===== config.mk =====
export PLATFORM = sky130hd
export DESIGN_NAME = halt_idle_wakeup_control
export DESIGN_NICKNAME = d
export VERILOG_FILES = /design/src/core/halt_idle_pkg.sv /design/src/core/halt_idle_wakeup_control.sv
export SDC_FILE = /design/constraint.sdc
export NUM_CORES = 1
export LEC_CHECK = 0
export BUFFER_PORTS_ARGS = -buffer_cell sky130_fd_sc_hd__buf_4
export CORE_AREA = 2 2 114 116
export DETAILED_ROUTE_END_ITERATION = 8
export DIE_AREA = 0 0 116 118
export PLACE_DENSITY = 0.82
export SLEW_MARGIN = 20
export SYNTH_ARGS = -nofsm -noshare
export SYNTH_HDL_FRONTEND = slang
export SYNTH_SLANG_ARGS = --single-unit

===== constraint.sdc =====
create_clock -name sys_clk -period 2.4 [get_ports sys_clk]
set_clock_uncertainty 0.15 [all_clocks]
set_input_delay 0.36 -clock sys_clk [delete_from_list [all_inputs] [get_ports sys_clk]]
set_output_delay 0.36 -clock sys_clk [all_outputs]
set_load 0.02 [all_outputs]

===== src/core/halt_idle_pkg.sv =====
// Purpose: Constants and types for the halt/idle wakeup controller
// Assumes: APB slave with 32-bit data, one word per register
// Notes:   Offsets are byte addresses
package halt_idle_pkg;
	localparam logic [11:0] OFS_WAKE_EN    = 12'h000;
	localparam logic [11:0] OFS_WAKE_EDGE  = 12'h004;
	localparam logic [11:0] OFS_WAKE_PEND  = 12'h008;
	localparam logic [11:0] OFS_MODE_CTRL  = 12'h00c;
	localparam logic [11:0] OFS_IRQ_CTRL   = 12'h010;
	localparam logic [11:0] OFS_STATUS     = 12'h014;
	localparam logic [11:0] OFS_IDLE_TIMER = 12'h018;
	// Mode control fields
	localparam int MC_HALT   = 7;
	localparam int MC_IDLE   = 6;
	localparam int MC_CLOCK_DELAY_SELECT = 0;
	// Irq control fields
	localparam int IC_IDLE_TIMER_IRQ_ENABLE   = 0;
	localparam int IC_IDLE_TIMER_PENDING  = 1;
	localparam int IC_PORT_L_IRQ_ENABLE   = 2;
	localparam int IC_GIE    = 3;
	// Status fields
	localparam int ST_RUN    = 0;
	localparam int ST_HALT   = 1;
	localparam int ST_IDLE   = 2;
	localparam int ST_START  = 3;
	localparam int ST_REFUSE = 4;
	localparam logic [7:0]  WAKE_RESET   = 8'h00;
	localparam logic [3:0]  OSC_DIV      = 4'ha;
	localparam logic [8:0]  STARTUP_LOAD = 9'h100;
	localparam int          IDLE_BIT     = 12;
	localparam logic [31:0] SLVERR_DATA  = 32'h00000000;
	typedef enum logic [3:0] {
		S_RUN   = 4'b0001,
		S_HALT  = 4'b0010,
		S_IDLE  = 4'b0100,
		S_START = 4'b1000
	} pmode_t;
endpackage


===== src/core/halt_idle_wakeup_control.sv =====
// Purpose: Full-stop and low-activity mode control with port L wakeup
// Assumes: sys_clk is the oscillator clock; inputs synchronous to it
// Notes:   Single clock domain; all outputs registered
`timescale 1ns/1ps
module halt_idle_wakeup_control
	import halt_idle_pkg::*;
#(
	parameter bit HALT_ENABLE = 1'b1,
	parameter bit XTAL_OSC    = 1'b1
) (
	// Clock and reset
	input  wire logic        sys_clk,
	input  wire logic        rstn,
	input  wire logic        clkEn,
	// APB
	input  wire logic        psel,
	input  wire logic        penable,
	input  wire logic        pwrite,
	input  wire logic [11:0] paddr,
	input  wire logic [31:0] pwdata,
	output logic      [31:0] prdata,
	output logic             pready,
	output logic             pslverr,
	// Wake sources
	input  wire logic [7:0]  portL,
	input  wire logic        clockOutPin,
	input  wire logic        resetPinN,
	// Chip-side controls
	output logic             instrClkEn,
	output logic             oscEnable,
	output logic             cpuClkEn,
	output logic             idleTimerIrq,
	output logic             portLIrq
);
	import halt_idle_pkg::*;

	// ------------------------------------------------------------
	// State
	// ------------------------------------------------------------
	typedef struct packed {
		// Mode and software registers
		pmode_t      mode;
		logic [7:0]  wakeEn;
		logic [7:0]  wakeEdge;
		logic [7:0]  wakePend;
		logic        clock_delay_select;
		logic        idle_timer_irq_enable;
		logic        idle_timer_pending;
		logic        port_l_irq_enable;
		logic        global_irq_enable;
		logic        refused;
		// Counters
		logic [3:0]  divCnt;
		logic [15:0] idleTimer;
		logic [8:0]  startCnt;
		// Pin history for edge detection
		logic [7:0]  portLPrev;
		logic        ckoPrev;
		// Bus answer
		logic [31:0] prdata;
		logic        pready;
		logic        pslverr;
		// Registered chip-side outputs
		logic        tick;
		logic        oscEn;
		logic        cpuEn;
		logic        t0Irq;
		logic        lIrq;
	} state_t;

	state_t st_r;
	state_t st_nxt;

	// ------------------------------------------------------------
	// Helpers
	// ------------------------------------------------------------
	function automatic logic isMapped(input logic [11:0] a);
		return a == OFS_WAKE_EN || a == OFS_WAKE_EDGE || a == OFS_WAKE_PEND ||
			a == OFS_MODE_CTRL || a == OFS_IRQ_CTRL || a == OFS_STATUS ||
			a == OFS_IDLE_TIMER;
	endfunction

	// ------------------------------------------------------------
	// Read word packing
	// ------------------------------------------------------------
	// Mode control reads the live mode, so a refused or ignored
	// halt request shows as zero in the halt position
	function automatic logic [31:0] modeWord(input state_t s);
		logic [31:0] w;
		w            = '0;
		w[MC_HALT]   = s.mode == S_HALT;
		w[MC_IDLE]   = s.mode == S_IDLE;
		w[MC_CLOCK_DELAY_SELECT] = s.clock_delay_select;
		return w;
	endfunction

	function automatic logic [31:0] irqWord(input state_t s);
		logic [31:0] w;
		w           = '0;
		w[IC_IDLE_TIMER_IRQ_ENABLE]  = s.idle_timer_irq_enable;
		w[IC_IDLE_TIMER_PENDING] = s.idle_timer_pending;
		w[IC_PORT_L_IRQ_ENABLE]  = s.port_l_irq_enable;
		w[IC_GIE]   = s.global_irq_enable;
		return w;
	endfunction

	function automatic logic [31:0] statusWord(input state_t s);
		logic [31:0] w;
		w            = '0;
		w[ST_RUN]    = s.mode == S_RUN;
		w[ST_HALT]   = s.mode == S_HALT;
		w[ST_IDLE]   = s.mode == S_IDLE;
		w[ST_START]  = s.mode == S_START;
		w[ST_REFUSE] = s.refused;
		return w;
	endfunction

	// Unmapped offsets read as zero alongside the error response
	function automatic logic [31:0] readWord(input logic [11:0] a, input state_t s);
		logic [31:0] w;
		w = SLVERR_DATA;
		case (a)
			OFS_WAKE_EN:    w = {24'h000000, s.wakeEn};
			OFS_WAKE_EDGE:  w = {24'h000000, s.wakeEdge};
			OFS_WAKE_PEND:  w = {24'h000000, s.wakePend};
			OFS_MODE_CTRL:  w = modeWord(s);
			OFS_IRQ_CTRL:   w = irqWord(s);
			OFS_STATUS:     w = statusWord(s);
			OFS_IDLE_TIMER: w = {16'h0000, s.idleTimer};
			default:        w = SLVERR_DATA;
		endcase
		return w;
	endfunction

	// Any pin both enabled and pending: wakes, refuses halt, interrupts
	function automatic logic anyArmed(input logic [7:0] en, input logic [7:0] pend);
		return |(en & pend);
	endfunction

	logic [7:0] edgeHit;
	logic       apbAcc;
	logic       apbWr;
	logic [7:0] riseHit;
	logic [7:0] fallHit;

	assign apbAcc = psel && penable && !st_r.pready;
	assign apbWr  = apbAcc && pwrite && isMapped(paddr);

	// Per-pin edge detector: edge select one picks a falling edge
	genvar gi;
	generate
		for (gi = 0; gi < 8; gi++) begin : gEdge
			assign riseHit[gi] = !st_r.portLPrev[gi] && portL[gi];
			assign fallHit[gi] = st_r.portLPrev[gi] && !portL[gi];
			assign edgeHit[gi] = st_r.wakeEdge[gi] ? fallHit[gi] : riseHit[gi];
		end
	endgenerate

	// ------------------------------------------------------------
	// Next state
	// ------------------------------------------------------------
	always_comb begin
		logic        wakePin;
		logic        ckoRise;
		logic        bitToggle;
		logic        haltReq;
		logic        idleReq;
		logic [15:0] timerNext;
		wakePin   = 1'b0;
		ckoRise   = 1'b0;
		bitToggle = 1'b0;
		haltReq   = 1'b0;
		idleReq   = 1'b0;
		timerNext = '0;
		st_nxt    = st_r;

		st_nxt.portLPrev = portL;
		st_nxt.ckoPrev   = clockOutPin;
		ckoRise          = !st_r.ckoPrev && clockOutPin;

		// Oscillator divided by ten; frozen in halt
		st_nxt.tick = 1'b0;
		if (st_r.mode != S_HALT) begin
			if (st_r.divCnt == OSC_DIV - 4'h1) begin
				st_nxt.divCnt = 4'h0;
				st_nxt.tick   = 1'b1;
			end else begin
				st_nxt.divCnt = st_r.divCnt + 4'h1;
			end
		end

		// Idle timer runs in run and idle modes only
		timerNext = st_r.idleTimer + 16'h0001;
		if (st_r.tick && (st_r.mode == S_RUN || st_r.mode == S_IDLE)) begin
			st_nxt.idleTimer = timerNext;
			bitToggle = timerNext[IDLE_BIT] != st_r.idleTimer[IDLE_BIT];
		end

		// Pending bits: hardware set wins over a software clear
		st_nxt.wakePend = st_r.wakePend;
		st_nxt.idle_timer_pending    = st_r.idle_timer_pending;

		// ------------------------------------------------------------
		// APB register access, answered in the cycle after the access is seen
		// ------------------------------------------------------------
		st_nxt.pready  = apbAcc;
		st_nxt.pslverr = apbAcc && !isMapped(paddr);
		st_nxt.prdata  = st_r.prdata;
		if (apbAcc && !pwrite)
			st_nxt.prdata = readWord(paddr, st_r);
		if (apbWr) begin
			case (paddr)
				OFS_WAKE_EN:   st_nxt.wakeEn   = pwdata[7:0];
				OFS_WAKE_EDGE: st_nxt.wakeEdge = pwdata[7:0];
				OFS_WAKE_PEND: st_nxt.wakePend = pwdata[7:0];
				OFS_MODE_CTRL: begin
					st_nxt.clock_delay_select = pwdata[MC_CLOCK_DELAY_SELECT];
					haltReq = pwdata[MC_HALT] && HALT_ENABLE;
					idleReq = pwdata[MC_IDLE];
				end
				OFS_IRQ_CTRL: begin
					st_nxt.idle_timer_irq_enable  = pwdata[IC_IDLE_TIMER_IRQ_ENABLE];
					st_nxt.idle_timer_pending = pwdata[IC_IDLE_TIMER_PENDING];
					st_nxt.port_l_irq_enable  = pwdata[IC_PORT_L_IRQ_ENABLE];
					st_nxt.global_irq_enable   = pwdata[IC_GIE];
				end
				default: ;
			endcase
		end
		// Hardware sets after the write so a same-cycle clear loses
		st_nxt.wakePend = st_nxt.wakePend | edgeHit;
		if (bitToggle)
			st_nxt.idle_timer_pending = 1'b1;

		wakePin = anyArmed(st_r.wakeEn, st_r.wakePend);

		// ------------------------------------------------------------
		// Mode sequencing
		// ------------------------------------------------------------
		case (st_r.mode)
			S_RUN: begin
				// A refusal stays visible in status until a halt is accepted
				if (haltReq) begin
					if (anyArmed(st_nxt.wakeEn, st_nxt.wakePend)) begin
						st_nxt.refused = 1'b1;
					end else begin
						st_nxt.refused = 1'b0;
						st_nxt.mode    = S_HALT;
					end
				end else if (idleReq) begin
					st_nxt.mode = S_IDLE;
				end
			end
			S_HALT: begin
				if (wakePin || (ckoRise && !XTAL_OSC)) begin
					// With a crystal or delay select only the oscillator restarts and the chip waits for timeout; otherwise straight to run
					if (XTAL_OSC || st_r.clock_delay_select) begin
						st_nxt.mode     = S_START;
						st_nxt.startCnt = STARTUP_LOAD;
					end else begin
						st_nxt.mode = S_RUN;
					end
				end
			end
			S_IDLE: begin
				// Resume at the next instruction; interrupt taken if enabled
				if (wakePin || bitToggle)
					st_nxt.mode = S_RUN;
			end
			S_START: begin
				// One count per instruction tick, released on the last one
				if (st_r.tick) begin
					if (st_r.startCnt == 9'h001)
						st_nxt.mode = S_RUN;
					st_nxt.startCnt = st_r.startCnt - 9'h001;
				end
			end
			default: st_nxt.mode = S_RUN;
		endcase

		// Registered chip-side outputs
		st_nxt.oscEn = st_nxt.mode != S_HALT;
		st_nxt.cpuEn = st_nxt.mode == S_RUN;
		st_nxt.t0Irq = st_nxt.idle_timer_pending && st_nxt.idle_timer_irq_enable && st_nxt.global_irq_enable;
		st_nxt.lIrq  = anyArmed(st_nxt.wakeEn, st_nxt.wakePend) &&
			st_nxt.port_l_irq_enable && st_nxt.global_irq_enable;
	end

	// ------------------------------------------------------------
	// Notes on use
	// ------------------------------------------------------------
	// Registers answer with one wait state; clkEn must stay high
	// for the whole of a bus transfer or the answer is held off.
	// The start-up count only advances on instruction ticks, so a
	// slow oscillator stretches the delay in proportion.
	// Edge detection keeps running in halt: that is what lets a
	// port pin wake the part while the divider is stopped.
	// Pin history is also frozen by clkEn, so an edge that comes
	// and goes while frozen is never seen.
	// The reset pin acts like rstn but waits for a clock edge.

	// ------------------------------------------------------------
	// Register
	// ------------------------------------------------------------
	// Whole state is frozen while clkEn is low, except for a reset by rstn or by the reset pin
	always_ff @(posedge sys_clk or negedge rstn) begin
		if (!rstn) begin
			st_r          <= '0;
			st_r.mode     <= S_RUN;
			st_r.wakeEn   <= WAKE_RESET;
			st_r.wakeEdge <= WAKE_RESET;
			st_r.wakePend <= WAKE_RESET;
			st_r.oscEn    <= 1'b1;
			st_r.cpuEn    <= 1'b1;
		end else if (!resetPinN) begin
			// Reset pin returns to run, clears delay select
			st_r          <= '0;
			st_r.mode     <= S_RUN;
			st_r.oscEn    <= 1'b1;
			st_r.cpuEn    <= 1'b1;
			st_r.portLPrev <= portL;
			st_r.ckoPrev  <= clockOutPin;
		end else if (clkEn) begin
			st_r <= st_nxt;
		end
	end

	// ------------------------------------------------------------
	// Outputs
	// ------------------------------------------------------------
	assign prdata       = st_r.prdata;
	assign pready       = st_r.pready;
	assign pslverr      = st_r.pslverr;
	assign instrClkEn   = st_r.tick;
	assign oscEnable    = st_r.oscEn;
	assign cpuClkEn     = st_r.cpuEn;
	assign idleTimerIrq = st_r.t0Irq;
	assign portLIrq     = st_r.lIrq;
endmodule


== Word level (Yosys, flattened, before mapping) ==
Index checks and enable logic that the tools add are counted.
Storage, ports and cells
  output and inout port bits: 39
  logic and storage cells: 163
  register bits after elaboration: 110
  input bits: 60
Cells by class
  reductions and logical operators: 64
  add/sub/neg operators: 3
  bitwise logic cells: 3
  mux-type cells: 43
  eq/ne operators: 28
Operator list (count)
  111-bit 2-to-1 mux: 2
  16-bit one-hot mux with 7 select lines: 1
  4-bit 2-to-1 mux: 10
  12-bit by 5-bit equality test with 1-bit output, second input constant: 3
  32-bit 2-to-1 mux: 1
  29-bit 2-to-1 mux: 1
  1-bit logical AND: 27
  12-bit by 4-bit equality test with 1-bit output, second input constant: 2
  8-bit 2-to-1 mux: 3
  1-bit 2-to-1 mux: 20
  1-bit zero test: 19
  9-bit 2-to-1 mux: 2
  9-bit one-hot mux with 2 select lines: 1
  16-bit by 1-bit adder with 16-bit output, second input constant: 1
  8-bit bitwise AND: 2
  16-bit 2-to-1 mux: 1
  2-bit by 1-bit inequality test with 1-bit output, second input constant: 8
  4-bit one-hot mux with 4 select lines: 1
  8-bit OR reduction: 2
  12-bit by 3-bit equality test with 1-bit output, second input constant: 1
  12-bit zero test: 1
  9-bit by 1-bit equality test with 1-bit output, second input constant: 1
  3-bit AND reduction: 3
  9-bit by 1-bit subtractor with 9-bit output, second input constant: 1
  15 further kinds: 27

== Longest topological paths before layout ==
  word-level depth: 18
  depth in mapped cells: 9
  gate-level depth less buffers: 7

== Least setup slack after synthesis ==
Ideal clock, no wire load.
  path kind: reg2reg
  start: reg st_r, in the netlist pready
  end: reg st_r[77] (netlist bit)
  slack: 31 ps
  clock period less this slack: 2369 ps
  arrival time: 2073 ps
  cell stages (with the launch flop): 8
  required time: 2104 ps
  path buffers: 1
  setup time: 146 ps
  path through: dfrtp_1 > and4b_1 > clkbuf_1 > nand4_4 > a211oi_1 > o22ai_1 > nor4_4 > a311oi_1
On the way
  longest elaborated chain between the ends: 13
  elaborated cells between the ends (all ways): 16
  classes of those cells: eq/ne: 1; mux: 7; bitwise: 2; reduce/logical: 6
Ends and longest elaborated chain
  from (decl): line halt_idle_wakeup_control.sv:71  | state_t st_r;
  from (signal assigned): line halt_idle_wakeup_control.sv:324  | st_r <= st_nxt;
  1-bit zero test *: line halt_idle_wakeup_control.sv:146  | assign apbAcc = psel && penable && !st_r.pready;
  1-bit logical AND *: line halt_idle_wakeup_control.sv:146
  1-bit logical AND * (2 in a row): line halt_idle_wakeup_control.sv:147  | assign apbWr = apbAcc && pwrite && isMapped(paddr);
  29-bit 2-to-1 mux: line halt_idle_wakeup_control.sv:211  | if (apbWr) begin
  8-bit bitwise OR: line halt_idle_wakeup_control.sv:231  | st_nxt.wakePend = st_nxt.wakePend | edgeHit;
  8-bit bitwise AND: line halt_idle_wakeup_control.sv:137  | return |(en & pend);
  8-bit OR reduction: line halt_idle_wakeup_control.sv:137
  1-bit 2-to-1 mux: line halt_idle_wakeup_control.sv:244  | if (anyArmed(st_nxt.wakeEn, st_nxt.wakePend)) begin
  1-bit 2-to-1 mux: line halt_idle_wakeup_control.sv:243  | if (haltReq) begin
  1-bit 2-to-1 mux: line halt_idle_wakeup_control.sv:240  | case (st_r.mode)
  111-bit 2-to-1 mux: line halt_idle_wakeup_control.sv:323  | end else if (clkEn) begin
  111-bit 2-to-1 mux: line halt_idle_wakeup_control.sv:315  | end else if (!resetPinN) begin
Every way passes the cells marked *; elsewhere a longest branch is shown, timed or not. The select of a mux whose other input is x is not followed.
A chain may end at the register's enable or synchronous reset.

== Worst setup path after layout ==
Same ends and word-level chain as after synthesis.

==> flow_summary_export.csv <==
group,metric,value,unit
outcome,status,"completed",
setup_path,r2r-start,"pready",
global_route,antenna_found_initial,0,
yosys,postSynthAreaPerCell,9.35,µm²
clock_tree,clkTransAtPathRegs,0.07,ns
timing,period_share,0.966,
layout,drive_gt1_frac,0.216,
timing,min_period,2.32,ns
routing,vias,5156,
setup_path,arrival,2.38,ns
setup_path,cp-start-kind,"flip-flop",
setup_path,endpoint,"st_r[77]",
timing,finalSetupViolCount,0,
timing,worstMarginPinSlew,0.613,ns
timing,finalHoldViolCount,0,
setup_path,worst-endpoint-required,2.47,ns
global_route,grt_overflow,0,
yosys,netlist_area,5710,µm²
layout,final_common_cell,"buf_4",
routing,drt_iter0_markers,546,
clock_tree,cts_sinks,94,
worst_hold_path,hold_path.class,"in -> reg",
floorplan,die_height,118,µm
floorplan,die_area,13700,µm²
floorplan,die_width,116,µm
job,maxCapViolCount,0,
placed_design,place_hpwl,11200,µm
layout,ff_latch_area,2360,µm²
setup_path,worstSetupPathType,"reg -> reg",
setup_path,r2r_setup_slack,0.08,ns
floorplan,ios,99,
setup_path,end_kind,"flip-flop",
clock_tree,root_buffer,"clkbuf_16",
timing,rsz0062_at_grt,"yes",
routing,drt-wirelength-per-cell,18.0,µm
layout,final_cell_mix,"buf_4, dfrtp_1, nor2_1",
yosys,ys_seq_elements,94,
global_route,track_usage,0.227,
clock_tree,htree_levels,3,
power,p_leak,2.91,nW
setup_path,critical_path.max_fanout,8,
clock_tree,clockBufferDepth,2,
timing,relSlewSlack,0.591,
routing,drc,0,
yosys,synthCells,610,
global_route,grt_max_degree,43,
layout,final_cell_count_no_fill,851,
power,ir_drop,0.000328,V
routing,firstDrtPassIters,7,
routing,routed_wl,15300,µm
setup_path,critPathLaunch,"pready",
global_route,grt_pass1_wl,24700,µm
timing,timing.fmax,431,MHz
routing,ant_nets,0,
setup_path,reg2reg_to,"st_r[77]",
routing,avgViaCountPerCell,6.06,
clock_tree,cts_tree,"built",
layout,area_growth,17.0,%
setup_path,ff2ff_path_depth,8,
layout,final_nets,739,
layout,diodes,0,
clock_tree,numCtsBuffers,9,
placed_design,dp.cells,833,
clock_tree,insertion_delay,0.35,ns
worst_hold_path,hold_start,"portL[5]",
yosys,ys_types,69,
floorplan,fp.coreArea,12400,µm²
global_route,grt_pass1_vias,4935,
yosys,ys.flop_type,"dfrtp_1",
timing,fin_setup_tns,0,ns
yosys,ys_async_sr_fraction,1.00,
power,finalPower,3.42,mW
layout,fillers,1067,
yosys,ys_warn_count,0,
floorplan,initial_utilization,0.460,
timing,whs,0.114,ns
floorplan,row_count,41,
placed_design,place.gp.congestion,0.966,
layout,multi_input_area,3010,µm²
power,p_per_area,511,nW/µm²
yosys,synth-edff-count,0,
yosys,ys_seq_area_frac,0.413,
placed_design,io_buffers,57,
timing,maxSlewViolCount,0,
## worst max-delay path, stage by stage, from the launching register on
cell      delay (ns)
dfrtp_1         0.37
and4b_2         0.36
nand4_4         0.21
a211oi_2        0.28
o22ai_1         0.13
buf_4           0.16
nor4_4          0.24
buf_4           0.19
a311oi_1        0.09
## worst min path at each step
stage	slack (ns)	cells past startpoint	to
finish	0.11	2	st_r[45]
global route	0.12	2	st_r[43]
CTS	0.12	2	st_r[45]
detailed placement	0.23	1	st_r[84]
global placement	0.23	1	st_r[41]
floorplan	-0.09	0	idleTimerIrq
## metal layers
metal | track usage | share of wire | vias to the layer above
li1 | - | - | 2344
met1 | 0.310 | 0.42 | 2496
met2 | 0.348 | 0.47 | 277
met3 | 0.0427 | 0.080 | 39
met4 | 0.103 | 0.028 | 0
met5 | 0 | 0 | -
## sequential cells by signal, summed over array words and instances, names as in the netlist
| signal | count |
|---|---|
| idleTimerIrq | 1 |
| prdata | 16 |
| instrClkEn | 1 |
| oscEnable | 1 |
| pready | 1 |
| cpuClkEn | 1 |
| st_r | 71 |
| pslverr | 1 |
| portLIrq | 1 |
## stage by stage
stage,utilization,setup slack (ns),area (µm²)
final,0.538,0.0809,6680
after global routing,0.538,-0.00679,6680
after CTS,0.534,0.00874,6640
after detailed placement,0.511,-0.146,6340
after global placement,0.511,-0.0480,6340
after floorplan,-,0.0310,5760
## cell families after synthesis
| logic type | after synthesis | share of synthesized area |
|---|---|---|
| compound gates | 160 | 0.203 |
| xor+xnor | 17 | 0.0261 |
| fa+ha+maj | 5 | 0.0110 |
| buf+inv | 75 | 0.0750 |
| flops | 94 | 0.413 |
| mux | 24 | 0.0465 |
| other cells | 1 | 0.000657 |
| simple gates | 234 | 0.225 |
## power by group
part	total [mW]	internal [mW]	switching, mW	leakage (nW)
Combinational	0.384	0.144	0.240	1.49
Clock	1.38	0.763	0.619	0.139
Sequential	1.65	1.62	0.0340	1.27
## cells in the mapped netlist, types with 5 or more instances
cell	number	area share
dfrtp_1	91	0.40
nor2_1	59	0.039
nand2_1	42	0.028
a21oi_1	36	0.032
nor3_1	36	0.032
buf_4	34	0.045
nand3_1	29	0.025
a211oi_1	20	0.026
o21ai_0	18	0.016
a22o_1	16	0.025
clkbuf_1	16	0.011
xnor2_1	15	0.023
inv_1	14	0.0092
mux2i_1	13	0.023
a21o_1	12	0.016
mux2_2	10	0.020
o21a_1	10	0.013
a22oi_1	9	0.012
o2bb2ai_1	9	0.014
and3b_1	8	0.012
nor4_1	6	0.0066
o22ai_1	6	0.0066
or3_1	6	0.0066
and3_1	5	0.0055
buf_1	5	0.0033
ha_1	5	0.011
nand2b_1	5	0.0055
nand4_1	5	0.0055
## what timing repair did
item	CTS	global route
hold endpoints to repair	37	0
setup buffers	0	1
endpoints found under the setup margin	0	14
hold buffers	1	0
gates resized for setup	0	8
## layout make-up
class	instances	share of cell area
clock buffers	12	0.0384
clock inverters	4	0.00450
inverters	15	0.00843
multi-input cells	456	0.451
flip-flops and latches	94	0.353
well taps	172	0.0322
repair buffers	98	0.112
Note: power is estimated with default switching activity, not from simulation.
